`src/common/qsl_pkg.sv`:
```
// Purpose: Shared constants for the serial lane select and interrupt gate block
// Assumes: APB with 32-bit data, one aligned word per register
// Notes:   Offsets are byte addresses
package qsl_pkg;

  localparam int unsigned ADDR_W = 8;
  localparam int unsigned DATA_W = 32;
  localparam int unsigned NUM_SRC = 12;

  // Register byte offsets
  localparam logic [7:0] OFF_LANE_CTRL  = 8'h00;
  localparam logic [7:0] OFF_SIG_ENABLE = 8'h04;
  localparam logic [7:0] OFF_STATUS     = 8'h08;
  localparam logic [7:0] OFF_LEVEL      = 8'h0C;
  localparam logic [7:0] OFF_FRAME      = 8'h10;

  // Lane control field positions
  localparam int unsigned CMD_LSB  = 0;
  localparam int unsigned ADDR_LSB = 2;
  localparam int unsigned MODE_LSB = 4;

  // Lane encodings
  localparam logic [1:0] LANES_SINGLE   = 2'h0;
  localparam logic [1:0] LANES_DUAL     = 2'h1;
  localparam logic [1:0] LANES_QUAD     = 2'h2;
  localparam logic [1:0] LANES_RESERVED = 2'h3;

  // Frame phase lengths in bits
  localparam logic [4:0] CMD_BITS  = 5'h08;
  localparam logic [4:0] ADDR_BITS = 5'h18;
  localparam logic [4:0] MODE_BITS = 5'h08;

  // Event source bit positions
  localparam int unsigned SRC_TX_EMPTY   = 0;
  localparam int unsigned SRC_TX_FULL    = 1;
  localparam int unsigned SRC_TX_THR     = 2;
  localparam int unsigned SRC_RX_EMPTY   = 3;
  localparam int unsigned SRC_RX_FULL    = 4;
  localparam int unsigned SRC_RX_THR     = 5;
  localparam int unsigned SRC_CTRL_FULL  = 6;
  localparam int unsigned SRC_CTRL_EMPTY = 7;
  localparam int unsigned SRC_CTRL_THR   = 8;
  localparam int unsigned SRC_DESC_DONE  = 9;
  localparam int unsigned SRC_PKT_DONE   = 10;
  localparam int unsigned SRC_DMA_ERR    = 11;

  // Reset values
  localparam logic [5:0]  LANE_CTRL_RESET  = 6'h00;
  localparam logic [11:0] SIG_ENABLE_RESET = 12'h000;

endpackage

```
`src/common/qsl_irq_if.sv`:
```
// Purpose: Carries event, enable and status between the top and the gate
// Assumes: Single clock domain
// Notes:   Clear is a write-one-to-clear pulse
`timescale 1ns/100ps
interface qsl_irq_if #(parameter int unsigned N = 12);
  logic [N-1:0] events;
  logic [N-1:0] enables;
  logic [N-1:0] clear;
  logic [N-1:0] status;
  logic         irq;
  modport top  (output events, output enables, output clear, input status, input irq);
  modport gate (input events, input enables, input clear, output status, output irq);
endinterface

```
`src/logic/qsl_irq_gate.sv`:
```
// Purpose: Sticky event status and per-source enable gate onto one interrupt
// Assumes: Events are one-cycle pulses in the system clock domain
// Notes:   Status is tracked whatever the enables say
`timescale 1ns/100ps
module qsl_irq_gate
(
  input  wire logic sys_clk_in,
  input  wire logic rst_n_in,
  qsl_irq_if.gate   gate_if
);
  logic [gate_if.N-1:0] status;
  logic [gate_if.N-1:0] next_status;

  // Set wins over a simultaneous clear
  assign next_status = (status & ~gate_if.clear) | gate_if.events;

  always_ff @(posedge sys_clk_in or negedge rst_n_in)
    if (!rst_n_in)
      status <= '0;
    else
      status <= next_status;

  assign gate_if.status = status;
  assign gate_if.irq    = |(status & gate_if.enables);
endmodule // qsl_irq_gate

```
`src/logic/qsl_lane_sel.sv`:
```
// Purpose: Picks the lane count for the current phase of a boot read
// Assumes: Fields come from the lane control register
// Notes:   Reserved encoding falls back to a single lane
`timescale 1ns/100ps
module qsl_lane_sel
  import qsl_pkg::*;
(
  input  wire logic [1:0] field_in,
  output logic      [2:0] lanes_out
);
  assign lanes_out = (field_in == LANES_QUAD) ? 3'h4 :
                     (field_in == LANES_DUAL) ? 3'h2 : 3'h1;
endmodule // qsl_lane_sel

```
`src/logic/qsl_top.sv`:
```
// Purpose: Lane width select and interrupt signal gate of a quad serial interface
// Assumes: APB slave on sys_clk_in; link clock sampled as a plain input
// Notes:   Phase lane counts follow the frame on the sampled link clock
//
// Overview of operation
// - Mode field bits 5:4 picks mode lanes
// - Address field bits 3:2 picks address lanes
// - Command field bits 1:0 picks command lanes
// - Bit 11 gates DMA bus error
// - Bit 10 gates packet done event
// - Bit 9 gates descriptor done event
// - Bits 8..6 gate control buffer events
// - Bits 5..3 gate receive buffer events
// - Bits 2..0 gate transmit buffer events
// - Bits 31:12 read zero; enables reset zero
//
// Implementation choices: the APB slave port and the register offsets.
`timescale 1ns/100ps
module qsl_top
  import qsl_pkg::*;
(
  input  wire logic                      sys_clk_in,
  input  wire logic                      rst_n_in,
  input  wire logic                      psel_in,
  input  wire logic                      penable_in,
  input  wire logic                      pwrite_in,
  input  wire logic [qsl_pkg::ADDR_W-1:0] paddr_in,
  input  wire logic [qsl_pkg::DATA_W-1:0] pwdata_in,
  input  wire logic [3:0]                pstrb_in,
  output logic      [qsl_pkg::DATA_W-1:0] prdata_out,
  output logic                           pready_out,
  output logic                           pslverr_out,
  input  wire logic [qsl_pkg::NUM_SRC-1:0] src_event_in,
  input  wire logic                      link_clk_in,
  input  wire logic                      link_cs_n_in,
  output logic      [1:0]                phase_out,
  output logic      [2:0]                lanes_out,
  output logic                           irq_out
);
  import qsl_pkg::*;

  typedef enum logic [1:0] {PH_IDLE, PH_CMD, PH_ADDR, PH_MODE} phase_type;

  ////////////////////////////////////////////////////////////////////////////
  // APB decode
  logic [5:0]         lane_ctrl;
  logic [NUM_SRC-1:0] sig_enable;
  wire                acc       = psel_in & penable_in;
  wire                wr        = acc & pwrite_in;
  wire                hit_lane  = (paddr_in == OFF_LANE_CTRL);
  wire                hit_en    = (paddr_in == OFF_SIG_ENABLE);
  wire                hit_stat  = (paddr_in == OFF_STATUS);
  wire                hit_lvl   = (paddr_in == OFF_LEVEL);
  wire                hit_frame = (paddr_in == OFF_FRAME);
  wire                mapped    = hit_lane | hit_en | hit_stat | hit_lvl | hit_frame;

  qsl_irq_if #(.N(NUM_SRC)) irq_bus ();

  assign pready_out  = 1'b1;
  assign pslverr_out = acc & ~mapped;

  ////////////////////////////////////////////////////////////////////////////
  // Registers
  always_ff @(posedge sys_clk_in or negedge rst_n_in)
    if (!rst_n_in)
    begin
      lane_ctrl  <= LANE_CTRL_RESET;
      sig_enable <= SIG_ENABLE_RESET;
    end
    else
    begin
      if (wr && hit_lane && pstrb_in[0])
        lane_ctrl <= pwdata_in[5:0];
      if (wr && hit_en)
      begin
        if (pstrb_in[0])
          sig_enable[7:0] <= pwdata_in[7:0];
        if (pstrb_in[1])
          sig_enable[11:8] <= pwdata_in[11:8];
      end
    end

  // Write one to clear status; only lane 0 and 1 hold bits
  wire [NUM_SRC-1:0] clr_mask = {{4{pstrb_in[1]}}, {8{pstrb_in[0]}}};
  assign irq_bus.clear   = (wr && hit_stat) ? (pwdata_in[NUM_SRC-1:0] & clr_mask)
                                            : '0;
  assign irq_bus.events  = src_event_in;
  assign irq_bus.enables = sig_enable;

  qsl_irq_gate u_gate
  (
    .sys_clk_in (sys_clk_in),
    .rst_n_in   (rst_n_in),
    .gate_if    (irq_bus)
  );

  assign irq_out = irq_bus.irq;

  ////////////////////////////////////////////////////////////////////////////
  // Link clock and select synchronisers
  logic [1:0] clk_sync;
  logic [1:0] cs_sync;
  logic       clk_prev;
  always_ff @(posedge sys_clk_in or negedge rst_n_in)
    if (!rst_n_in)
    begin
      clk_sync <= 2'h0;
      cs_sync  <= 2'h3;
      clk_prev <= 1'b0;
    end
    else
    begin
      clk_sync <= {clk_sync[0], link_clk_in};
      cs_sync  <= {cs_sync[0], link_cs_n_in};
      clk_prev <= clk_sync[1];
    end

  wire link_rise = clk_sync[1] & ~clk_prev;
  wire framing   = ~cs_sync[1];

  ////////////////////////////////////////////////////////////////////////////
  // Phase sequencer: 8 command bits, 24 address bits, 8 mode bits
  phase_type  phase;
  phase_type  next_phase;
  logic [4:0] bits_left;
  logic [4:0] next_bits_left;
  logic [2:0] cur_lanes;
  logic [2:0] lanes_cmd;
  logic [2:0] lanes_addr;
  logic [2:0] lanes_mode;

  qsl_lane_sel u_sel_cmd (.field_in(lane_ctrl[CMD_LSB+:2]), .lanes_out(lanes_cmd));
  qsl_lane_sel u_sel_addr (.field_in(lane_ctrl[ADDR_LSB+:2]), .lanes_out(lanes_addr));
  qsl_lane_sel u_sel_mode (.field_in(lane_ctrl[MODE_LSB+:2]), .lanes_out(lanes_mode));

  assign cur_lanes = (phase == PH_ADDR) ? lanes_addr :
                     (phase == PH_MODE) ? lanes_mode : lanes_cmd;

  wire [4:0] step = {2'h0, cur_lanes};
  wire       last = (bits_left <= step);

  always_comb
  begin
    next_phase     = phase;
    next_bits_left = bits_left;
    case (phase)
      PH_IDLE:
        if (framing)
        begin
          next_phase     = PH_CMD;
          next_bits_left = CMD_BITS;
        end
      PH_CMD:
        if (link_rise && last)
        begin
          next_phase     = PH_ADDR;
          next_bits_left = ADDR_BITS;
        end
        else if (link_rise)
          next_bits_left = bits_left - step;
      PH_ADDR:
        if (link_rise && last)
        begin
          next_phase     = PH_MODE;
          next_bits_left = MODE_BITS;
        end
        else if (link_rise)
          next_bits_left = bits_left - step;
      PH_MODE:
        if (link_rise && !last)
          next_bits_left = bits_left - step;
      default:
        next_phase = PH_IDLE;
    endcase
    if (!framing)
      next_phase = PH_IDLE;
  end

  always_ff @(posedge sys_clk_in or negedge rst_n_in)
    if (!rst_n_in)
    begin
      phase     <= PH_IDLE;
      bits_left <= 5'h00;
      lanes_out <= 3'h1;
    end
    else
    begin
      phase     <= next_phase;
      bits_left <= next_bits_left;
      lanes_out <= cur_lanes;
    end

  assign phase_out = phase;

  ////////////////////////////////////////////////////////////////////////////
  // Read mux
  wire [DATA_W-1:0] rd_lane  = {26'h0, lane_ctrl};
  wire [DATA_W-1:0] rd_en    = {20'h0, sig_enable};
  wire [DATA_W-1:0] rd_stat  = {20'h0, irq_bus.status};
  wire [DATA_W-1:0] rd_lvl   = {31'h0, irq_out};
  wire [DATA_W-1:0] rd_frame = {27'h0, framing, lanes_out, 1'b0};

  always_ff @(posedge sys_clk_in or negedge rst_n_in)
    if (!rst_n_in)
      prdata_out <= '0;
    else if (psel_in && !penable_in && !pwrite_in)
      prdata_out <= hit_lane  ? rd_lane  :
                    hit_en    ? rd_en    :
                    hit_stat  ? rd_stat  :
                    hit_lvl   ? rd_lvl   :
                    hit_frame ? rd_frame : '0;
endmodule // qsl_top

```
`config.mk`:
```
export PLATFORM = sky130hd
export DESIGN_NAME = qsl_top
export DESIGN_NICKNAME = d
export VERILOG_FILES = /design/src/common/qsl_pkg.sv /design/src/common/qsl_irq_if.sv /design/src/logic/qsl_irq_gate.sv /design/src/logic/qsl_lane_sel.sv /design/src/logic/qsl_top.sv
export SDC_FILE = /design/constraint.sdc
export NUM_CORES = 1
export LEC_CHECK = 0
export BUFFER_PORTS_ARGS = -buffer_cell sky130_fd_sc_hd__buf_4
export CAP_MARGIN = 20
export CORE_MARGIN = 5
export CORE_UTILIZATION = 50
export CTS_BUF_LIST = sky130_fd_sc_hd__clkbuf_16
export CTS_CLUSTER_DIAMETER = 40
export DETAILED_ROUTE_END_ITERATION = 6
export GPL_TIMING_DRIVEN = 0
export PLACE_DENSITY = 0.89
export SYNTH_ARGS = -nofsm -noshare
export SYNTH_HDL_FRONTEND = slang
export SYNTH_SLANG_ARGS = --single-unit
```
`constraint.sdc`:
```
create_clock -name sys_clk_in -period 6.97 [get_ports sys_clk_in]
set_input_delay 0.697 -clock sys_clk_in [delete_from_list [all_inputs] [get_ports sys_clk_in]]
set_output_delay 0.697 -clock sys_clk_in [all_outputs]
set_load 0.01 [all_outputs]
```
# ---- After elaboration in Yosys (flattened, before gate mapping)
# Index checks and enable logic that the tools add are counted.
dict set report op_classes {
  addsub 1
  n_lt_le_gt_ge 1
  n_eq_ne 17
  muxes 24
  bitwise 16
  reduce_logical 19
}
# op n
set ops {}
lappend ops {{$mux 12} 4}
lappend ops {{$and 12x12->12} 3}
lappend ops {{$mux 5} 7}
lappend ops {{$pmux 5 s4} 1}
lappend ops {{$eq 8x4->1 const B} 2}
lappend ops {{$mux 3} 5}
lappend ops {{$mux 2} 6}
lappend ops {{$not 12->12} 1}
lappend ops {{$or 12x12->12} 1}
lappend ops {{$reduce_or 12->1} 1}
lappend ops {{$eq 2x2->1 const B} 5}
lappend ops {{$eq 2x1->1 const B} 4}
lappend ops {{$eq 8x3->1 const B} 1}
lappend ops {{$eq 8x5->1 const B} 1}
lappend ops {{$logic_and 1x1->1} 8}
lappend ops {{$logic_not 8->1} 1}
lappend ops {{$pmux 2 s3} 1}
lappend ops {{$reduce_and 2->1} 3}
lappend ops {{$le 5x3->1} 1}
lappend ops {{$sub 5x3->5} 1}
lappend ops {{$and 1x1->1} 4}
lappend ops {{$or 1x1->1} 4}
lappend ops {{$reduce_bool 4->1} 1}
lappend ops {{$logic_not 1->1} 3}
lappend ops {{7 further kinds} 9}
dict set report word_totals {
  register_bits 77
  in_bits 63
  output_inout_bits 40
  elab_cells 89
}

# ---- Longest topological paths before layout
dict set report logic_depth {
  ltp_word 10
  mapped_depth 13
  ltp_nobuf 12
}

# ---- Cells and area by module
# A second synthesis with hierarchy kept.
dict set report unflattened {
  cells_unflattened 329
  area_unflattened_um2 3281.9
}
# module instances cells_per_inst area_per_inst_um2 seq_area_each_um2
set by_module_without_submodules {}
lappend by_module_without_submodules {qsl_top 1 274 2672.6 1129.8}
lappend by_module_without_submodules {qsl_irq_gate 1 43 511.7 300.3}
lappend by_module_without_submodules {qsl_lane_sel 3 4 32.5 0.0}

# ---- Worst setup path before layout
# Ideal clock, no wire load.
dict set report synth_timing {
  path_type {flip-flop to flip-flop}
  from {register phase[0], in the netlist phase_out[0]}
  to {register bits_left[4]}
  setup_time_ns 0.121
  t_arrival_ns 2.726
  required_ns 6.849
  slack_ns 4.123
  path_stages_with_launch 14
  path_buffers 1
  synth_period_minus_slack_ns 2.847
  cell_sequence {dfrtp_1 -> inv_1 -> ha_1 -> buf_1 -> nand2_1 -> o21ai_0 -> ha_1 -> inv_1 -> fa_1 -> a211oi_2 -> nand2_1 -> a32oi_1 -> o211ai_1 -> a22o_1}
}
dict set report synth_via {
  elab_chain_len 8
  word_cells_on_any_way 19
  classes_between {add/sub: 1; order compare: 1; eq/ne: 5; mux: 7; reduce/logical: 5}
}
# element line_no
set synth_lines {}
lappend synth_lines {{start: declaration} qsl_top.sv:123} ;# phase_type phase;
lappend synth_lines {{start signal: assignment} qsl_top.sv:188} ;# phase <= next_phase;
lappend synth_lines {{$eq 2x2->1} qsl_top.sv:137} ;# (phase == PH_MODE) ? lanes_mode : lanes_cmd;
lappend synth_lines {{$mux 3} qsl_top.sv:137}
lappend synth_lines {{$mux 3 *} qsl_top.sv:136} ;# assign cur_lanes = (phase == PH_ADDR) ? lanes_addr :
lappend synth_lines {{named net cur_lanes[0]} qsl_top.sv:127} ;# logic [2:0] cur_lanes;
lappend synth_lines {{parallel branches: the longest is 5 deep, another holds $sub 5x3->5} -}
lappend synth_lines {{end signal: assignment} qsl_top.sv:189} ;# bits_left <= next_bits_left;
lappend synth_lines {{end: declaration} qsl_top.sv:125} ;# logic [4:0] bits_left;
# Mark *: on every way through the listed nets, which the timed path passes. The select of a mux whose other input is x is not followed.
# A chain may end at the register's enable or synchronous reset.

# ---- Worst setup path after layout
# Same ends and word-level chain as after synthesis.

==> run summary <==
Synth Instances: 310
Clock group share of total power: 0.393
Worst slew pin tran: 0.721 ns
DR WL/cell: 16.3 µm
Wire length of the first global-routing pass: 13,100 µm
Number of cells upsized or downsized after cts: 0
# diodes: 0
WHS: 0.346 ns
Min-Delay Path Class: flop to flop
Number of clock sinks: 57
Hold violation total from the final report: 0
Cell Area, Synth: 3320 µm²
Iteration-0 DRC count of the detailed router: 190
Yosys cell types: 67
Final worst path period need: 3.18 ns
Crit path capture type: flop
Nets: 478
GRT overflow: 0
HPWL after DPL: 5880 µm
Final standard cell utilization of the core: 0.660
Share of synthesized registers carrying an async set or reset: 1.00
Pin count of the biggest net entering global routing: 58
Library cell used as clock root buffer: clkbuf_16
Result of the run: complete, no violations
Category of the critical setup timing path: flop to flop
Share of final-layout standard cells stronger than drive strength 1: 0.312
Ratio of final minimum period to clock period: 0.457
Switching power share of the total: 0.293
Sum of routed wire length over all layers: 7830 µm
Data arrival time of the worst path: 3.39 ns
Vias in the first global route: 2,681
Number of H-tree levels: 3
Post-synth EDFFs: 0
Internal Pwr Total: 0.752 mW
RD Place Congestion: 0.955
Placed insts: 465
Total routing usage reported by global routing: 0.194
Syn_area_per_cell: 10.7 µm²
Unrepaired setup endpoints after global routing: false
Number of vias after detailed routing: 2,644
Final standard cell count with taps included and fillers excluded: 481
Sequential cell area fraction in the yosys report: 0.431
Power dissipated by switching net loads: 0.312 mW
Horizontal die dimension: 91.4 µm
Worst reg2reg path depth: 13
Max Root-Sink Buffers: 2
Final-report setup violation count: 0
Die Height: 91.4 µm
Port Buffers: 59
Length of the first detailed-routing pass in iterations: 5
Number of synthesized register bits: 57
Combinational share of power: 0.263
Number of rows created at floorplan: 29
CTS buffer count: 9
Starting Density: 0.519
Ports: 103
Power per standard cell area: 253 nW/µm²
Final-report max-slew violation count: 0
Slew HR: 0.519
Most instantiated flip-flop cell in the synthesis netlist: dfrtp_1
Hold_buf cts: 0
Placeable core area: 6390 µm²
Remaining number of nets flagged by the antenna check after routing: 0
Initial antenna violation count: 0
Latest clock arrival within the worst-skew pair: 0.33 ns
Synthesis warning total: 0
Total leakage power: 1.99 nW
Final TNS setup: 0 ns
Crit Path Max Fanout: 10
Startpoint types: flop
Worst IR Drop VDD: 0.142 mV
CP required: 7.18 ns
Clock tree from TritonCTS: built
Max Cap Viol: 0
Buffers inserted during post-CTS setup optimization: 0
Top achievable clock speed: 314 MHz
Total power draw: 1.06 mW
Clock-pin slew reported for the worst setup and hold paths after clock tree synthesis: 0.05 ns
Part of the total power dissipated in sequential elements: 0.344
Setup clock skew after layout: 0.00706 ns
Via/cell ratio: 5.50
Area enclosed by the die boundary: 8360 µm²
DRC errors left: 0
WHS Path Cells: 0
Area growth, synth to finish: 27.1%
-- power by group through the flow --
stage / registers [mW] / clock network, mW / logic (mW)
final: 0.367 / 0.418 / 0.280
after global routing: 0.370 / 0.437 / 0.311
after CTS: 0.367 / 0.421 / 0.280
after detailed placement: 0.372 / 0 / 0.276
after global placement: 0.371 / 0 / 0.274
after floorplan: 0.372 / 0 / 0.199
-- synthesized netlist by cell type, types with 2 or more instances --
| library cell | n | area [µm²] |
|---|---|---|
| a21oi_1 | 22 | 110 |
| o21ai_0 | 7 | 35.0 |
| nor3_2 | 3 | 30.0 |
| dfrtp_1 | 54 | 1350 |
| and3_1 | 2 | 12.5 |
| a211oi_1 | 2 | 15.0 |
| a22o_1 | 19 | 166 |
| and4_1 | 2 | 17.5 |
| nor3b_2 | 2 | 25.0 |
| inv_1 | 14 | 52.6 |
| nand2_1 | 29 | 109 |
| nand2_2 | 2 | 12.5 |
| a2bb2oi_1 | 3 | 26.3 |
| clkbuf_1 | 2 | 7.51 |
| mux2_1 | 18 | 203 |
| a221oi_1 | 3 | 26.3 |
| buf_2 | 2 | 10.0 |
| a21o_1 | 13 | 97.6 |
| conb_1 | 2 | 7.51 |
| dfstp_2 | 3 | 78.8 |
| ha_1 | 15 | 188 |
| nor2b_1 | 3 | 18.8 |
| nand3_1 | 2 | 10.0 |
| nor2_1 | 10 | 37.5 |
| mux2i_1 | 5 | 50.1 |
| xnor2_1 | 2 | 17.5 |
| buf_4 | 23 | 173 |
| o21ai_1 | 6 | 30.0 |
| o22ai_1 | 2 | 12.5 |
-- cells by family (layout without fill, tap and decap cells) --
group           Yosys count  after routing  share of synthesized area
fa+ha+maj                16             16                     0.0626
mux                      23             23                     0.0762
xor+xnor                  3              3                    0.00793
flops                    57             57                      0.431
compound gates           92             92                      0.205
buf+inv                  46            121                     0.0925
simple gates             71             71                      0.122
other cells               2             21                    0.00226
-- cells in the final DEF (no fill, tap or decap), types with 3 or more instances in the layout --
| master | count |
|---|---|
| o21ai_1 | 6 |
| a221oi_1 | 3 |
| o21ai_0 | 7 |
| conb_1 | 21 |
| clkbuf_16 | 9 |
| ha_1 | 15 |
| mux2i_1 | 5 |
| a22o_1 | 19 |
| a21oi_1 | 22 |
| dfstp_2 | 3 |
| nor3_2 | 3 |
| mux2_1 | 18 |
| inv_1 | 15 |
| dfrtp_1 | 54 |
| nand2_1 | 29 |
| a2bb2oi_1 | 3 |
| buf_4 | 82 |
| nor2_1 | 10 |
| a21o_1 | 13 |
| nor2b_1 | 3 |
-- metrics by stage --
step | cell area, µm² | worst slack [ns]
4_1_cts | 4210 | 3.78
5_1_grt | 4210 | 3.48
3_3_place_gp | 3930 | 3.87
6_report | 4210 | 3.79
2_1_floorplan | 3390 | 4.12
3_5_place_dp | 3930 | 3.80
-- registers in the layout, indices dropped and copies added (netlist names) --
register	flops
clk_sync	2
prdata_out	12
clk_prev	1
irq_bus.enables	12
lane_ctrl	6
cs_sync	2
bits_left	5
u_gate.gate_if.status	12
phase_out	2
lanes_out	3
-- per-layer routing --
metal,wire length [µm],up-vias,GRT usage
li1,-,1260,-
met3,620,17,0.0438
met5,0,-,0
met4,163,0,0.0831
met1,3290,1255,0.260
met2,3750,112,0.301
-- worst paths after layout --
path                                                  end                startpoint  slack (ns)
worst max-delay path             bits_left[4]$_DFFE_PN0P_  phase_out[0]$_DFFE_PN0P_        3.79
worst min-delay path                clk_sync[1]$_DFF_PN0_     clk_sync[0]$_DFF_PN0_        0.35
worst max register to register   bits_left[4]$_DFFE_PN0P_  phase_out[0]$_DFFE_PN0P_        3.79
worst min register to register      clk_sync[1]$_DFF_PN0_     clk_sync[0]$_DFF_PN0_        0.35
max in group asynchronous       prdata_out[8]$_DFFE_PN0P_                  rst_n_in        6.06
min in group asynchronous           clk_sync[0]$_DFF_PN0_                  rst_n_in        0.43
-- critical path, cell delays in order (launching register included) --
cell	delay (ns)
dfrtp_1	0.41
inv_1	0.15
ha_1	0.22
buf_1	0.38
nand2_1	0.09
o21ai_0	0.12
ha_1	0.21
inv_1	0.05
fa_1	0.42
a211oi_2	0.35
nand2_1	0.09
a32oi_1	0.20
o211ai_1	0.12
a22o_1	0.22
-- area by class of cell --
cell class                      count  area, µm²
Tap cell                           77       96.3
Clock inverter                      7       62.6
Timing Repair Buffer               59        443
Buffer                             32        254
Sequential cell                    57       1430
Multi-Input combinational cell    226       1650
Fill cell                         472       2170
Clock buffer                        9        225
Inverter                           14       52.6
(Power assumes the default switching activity.)
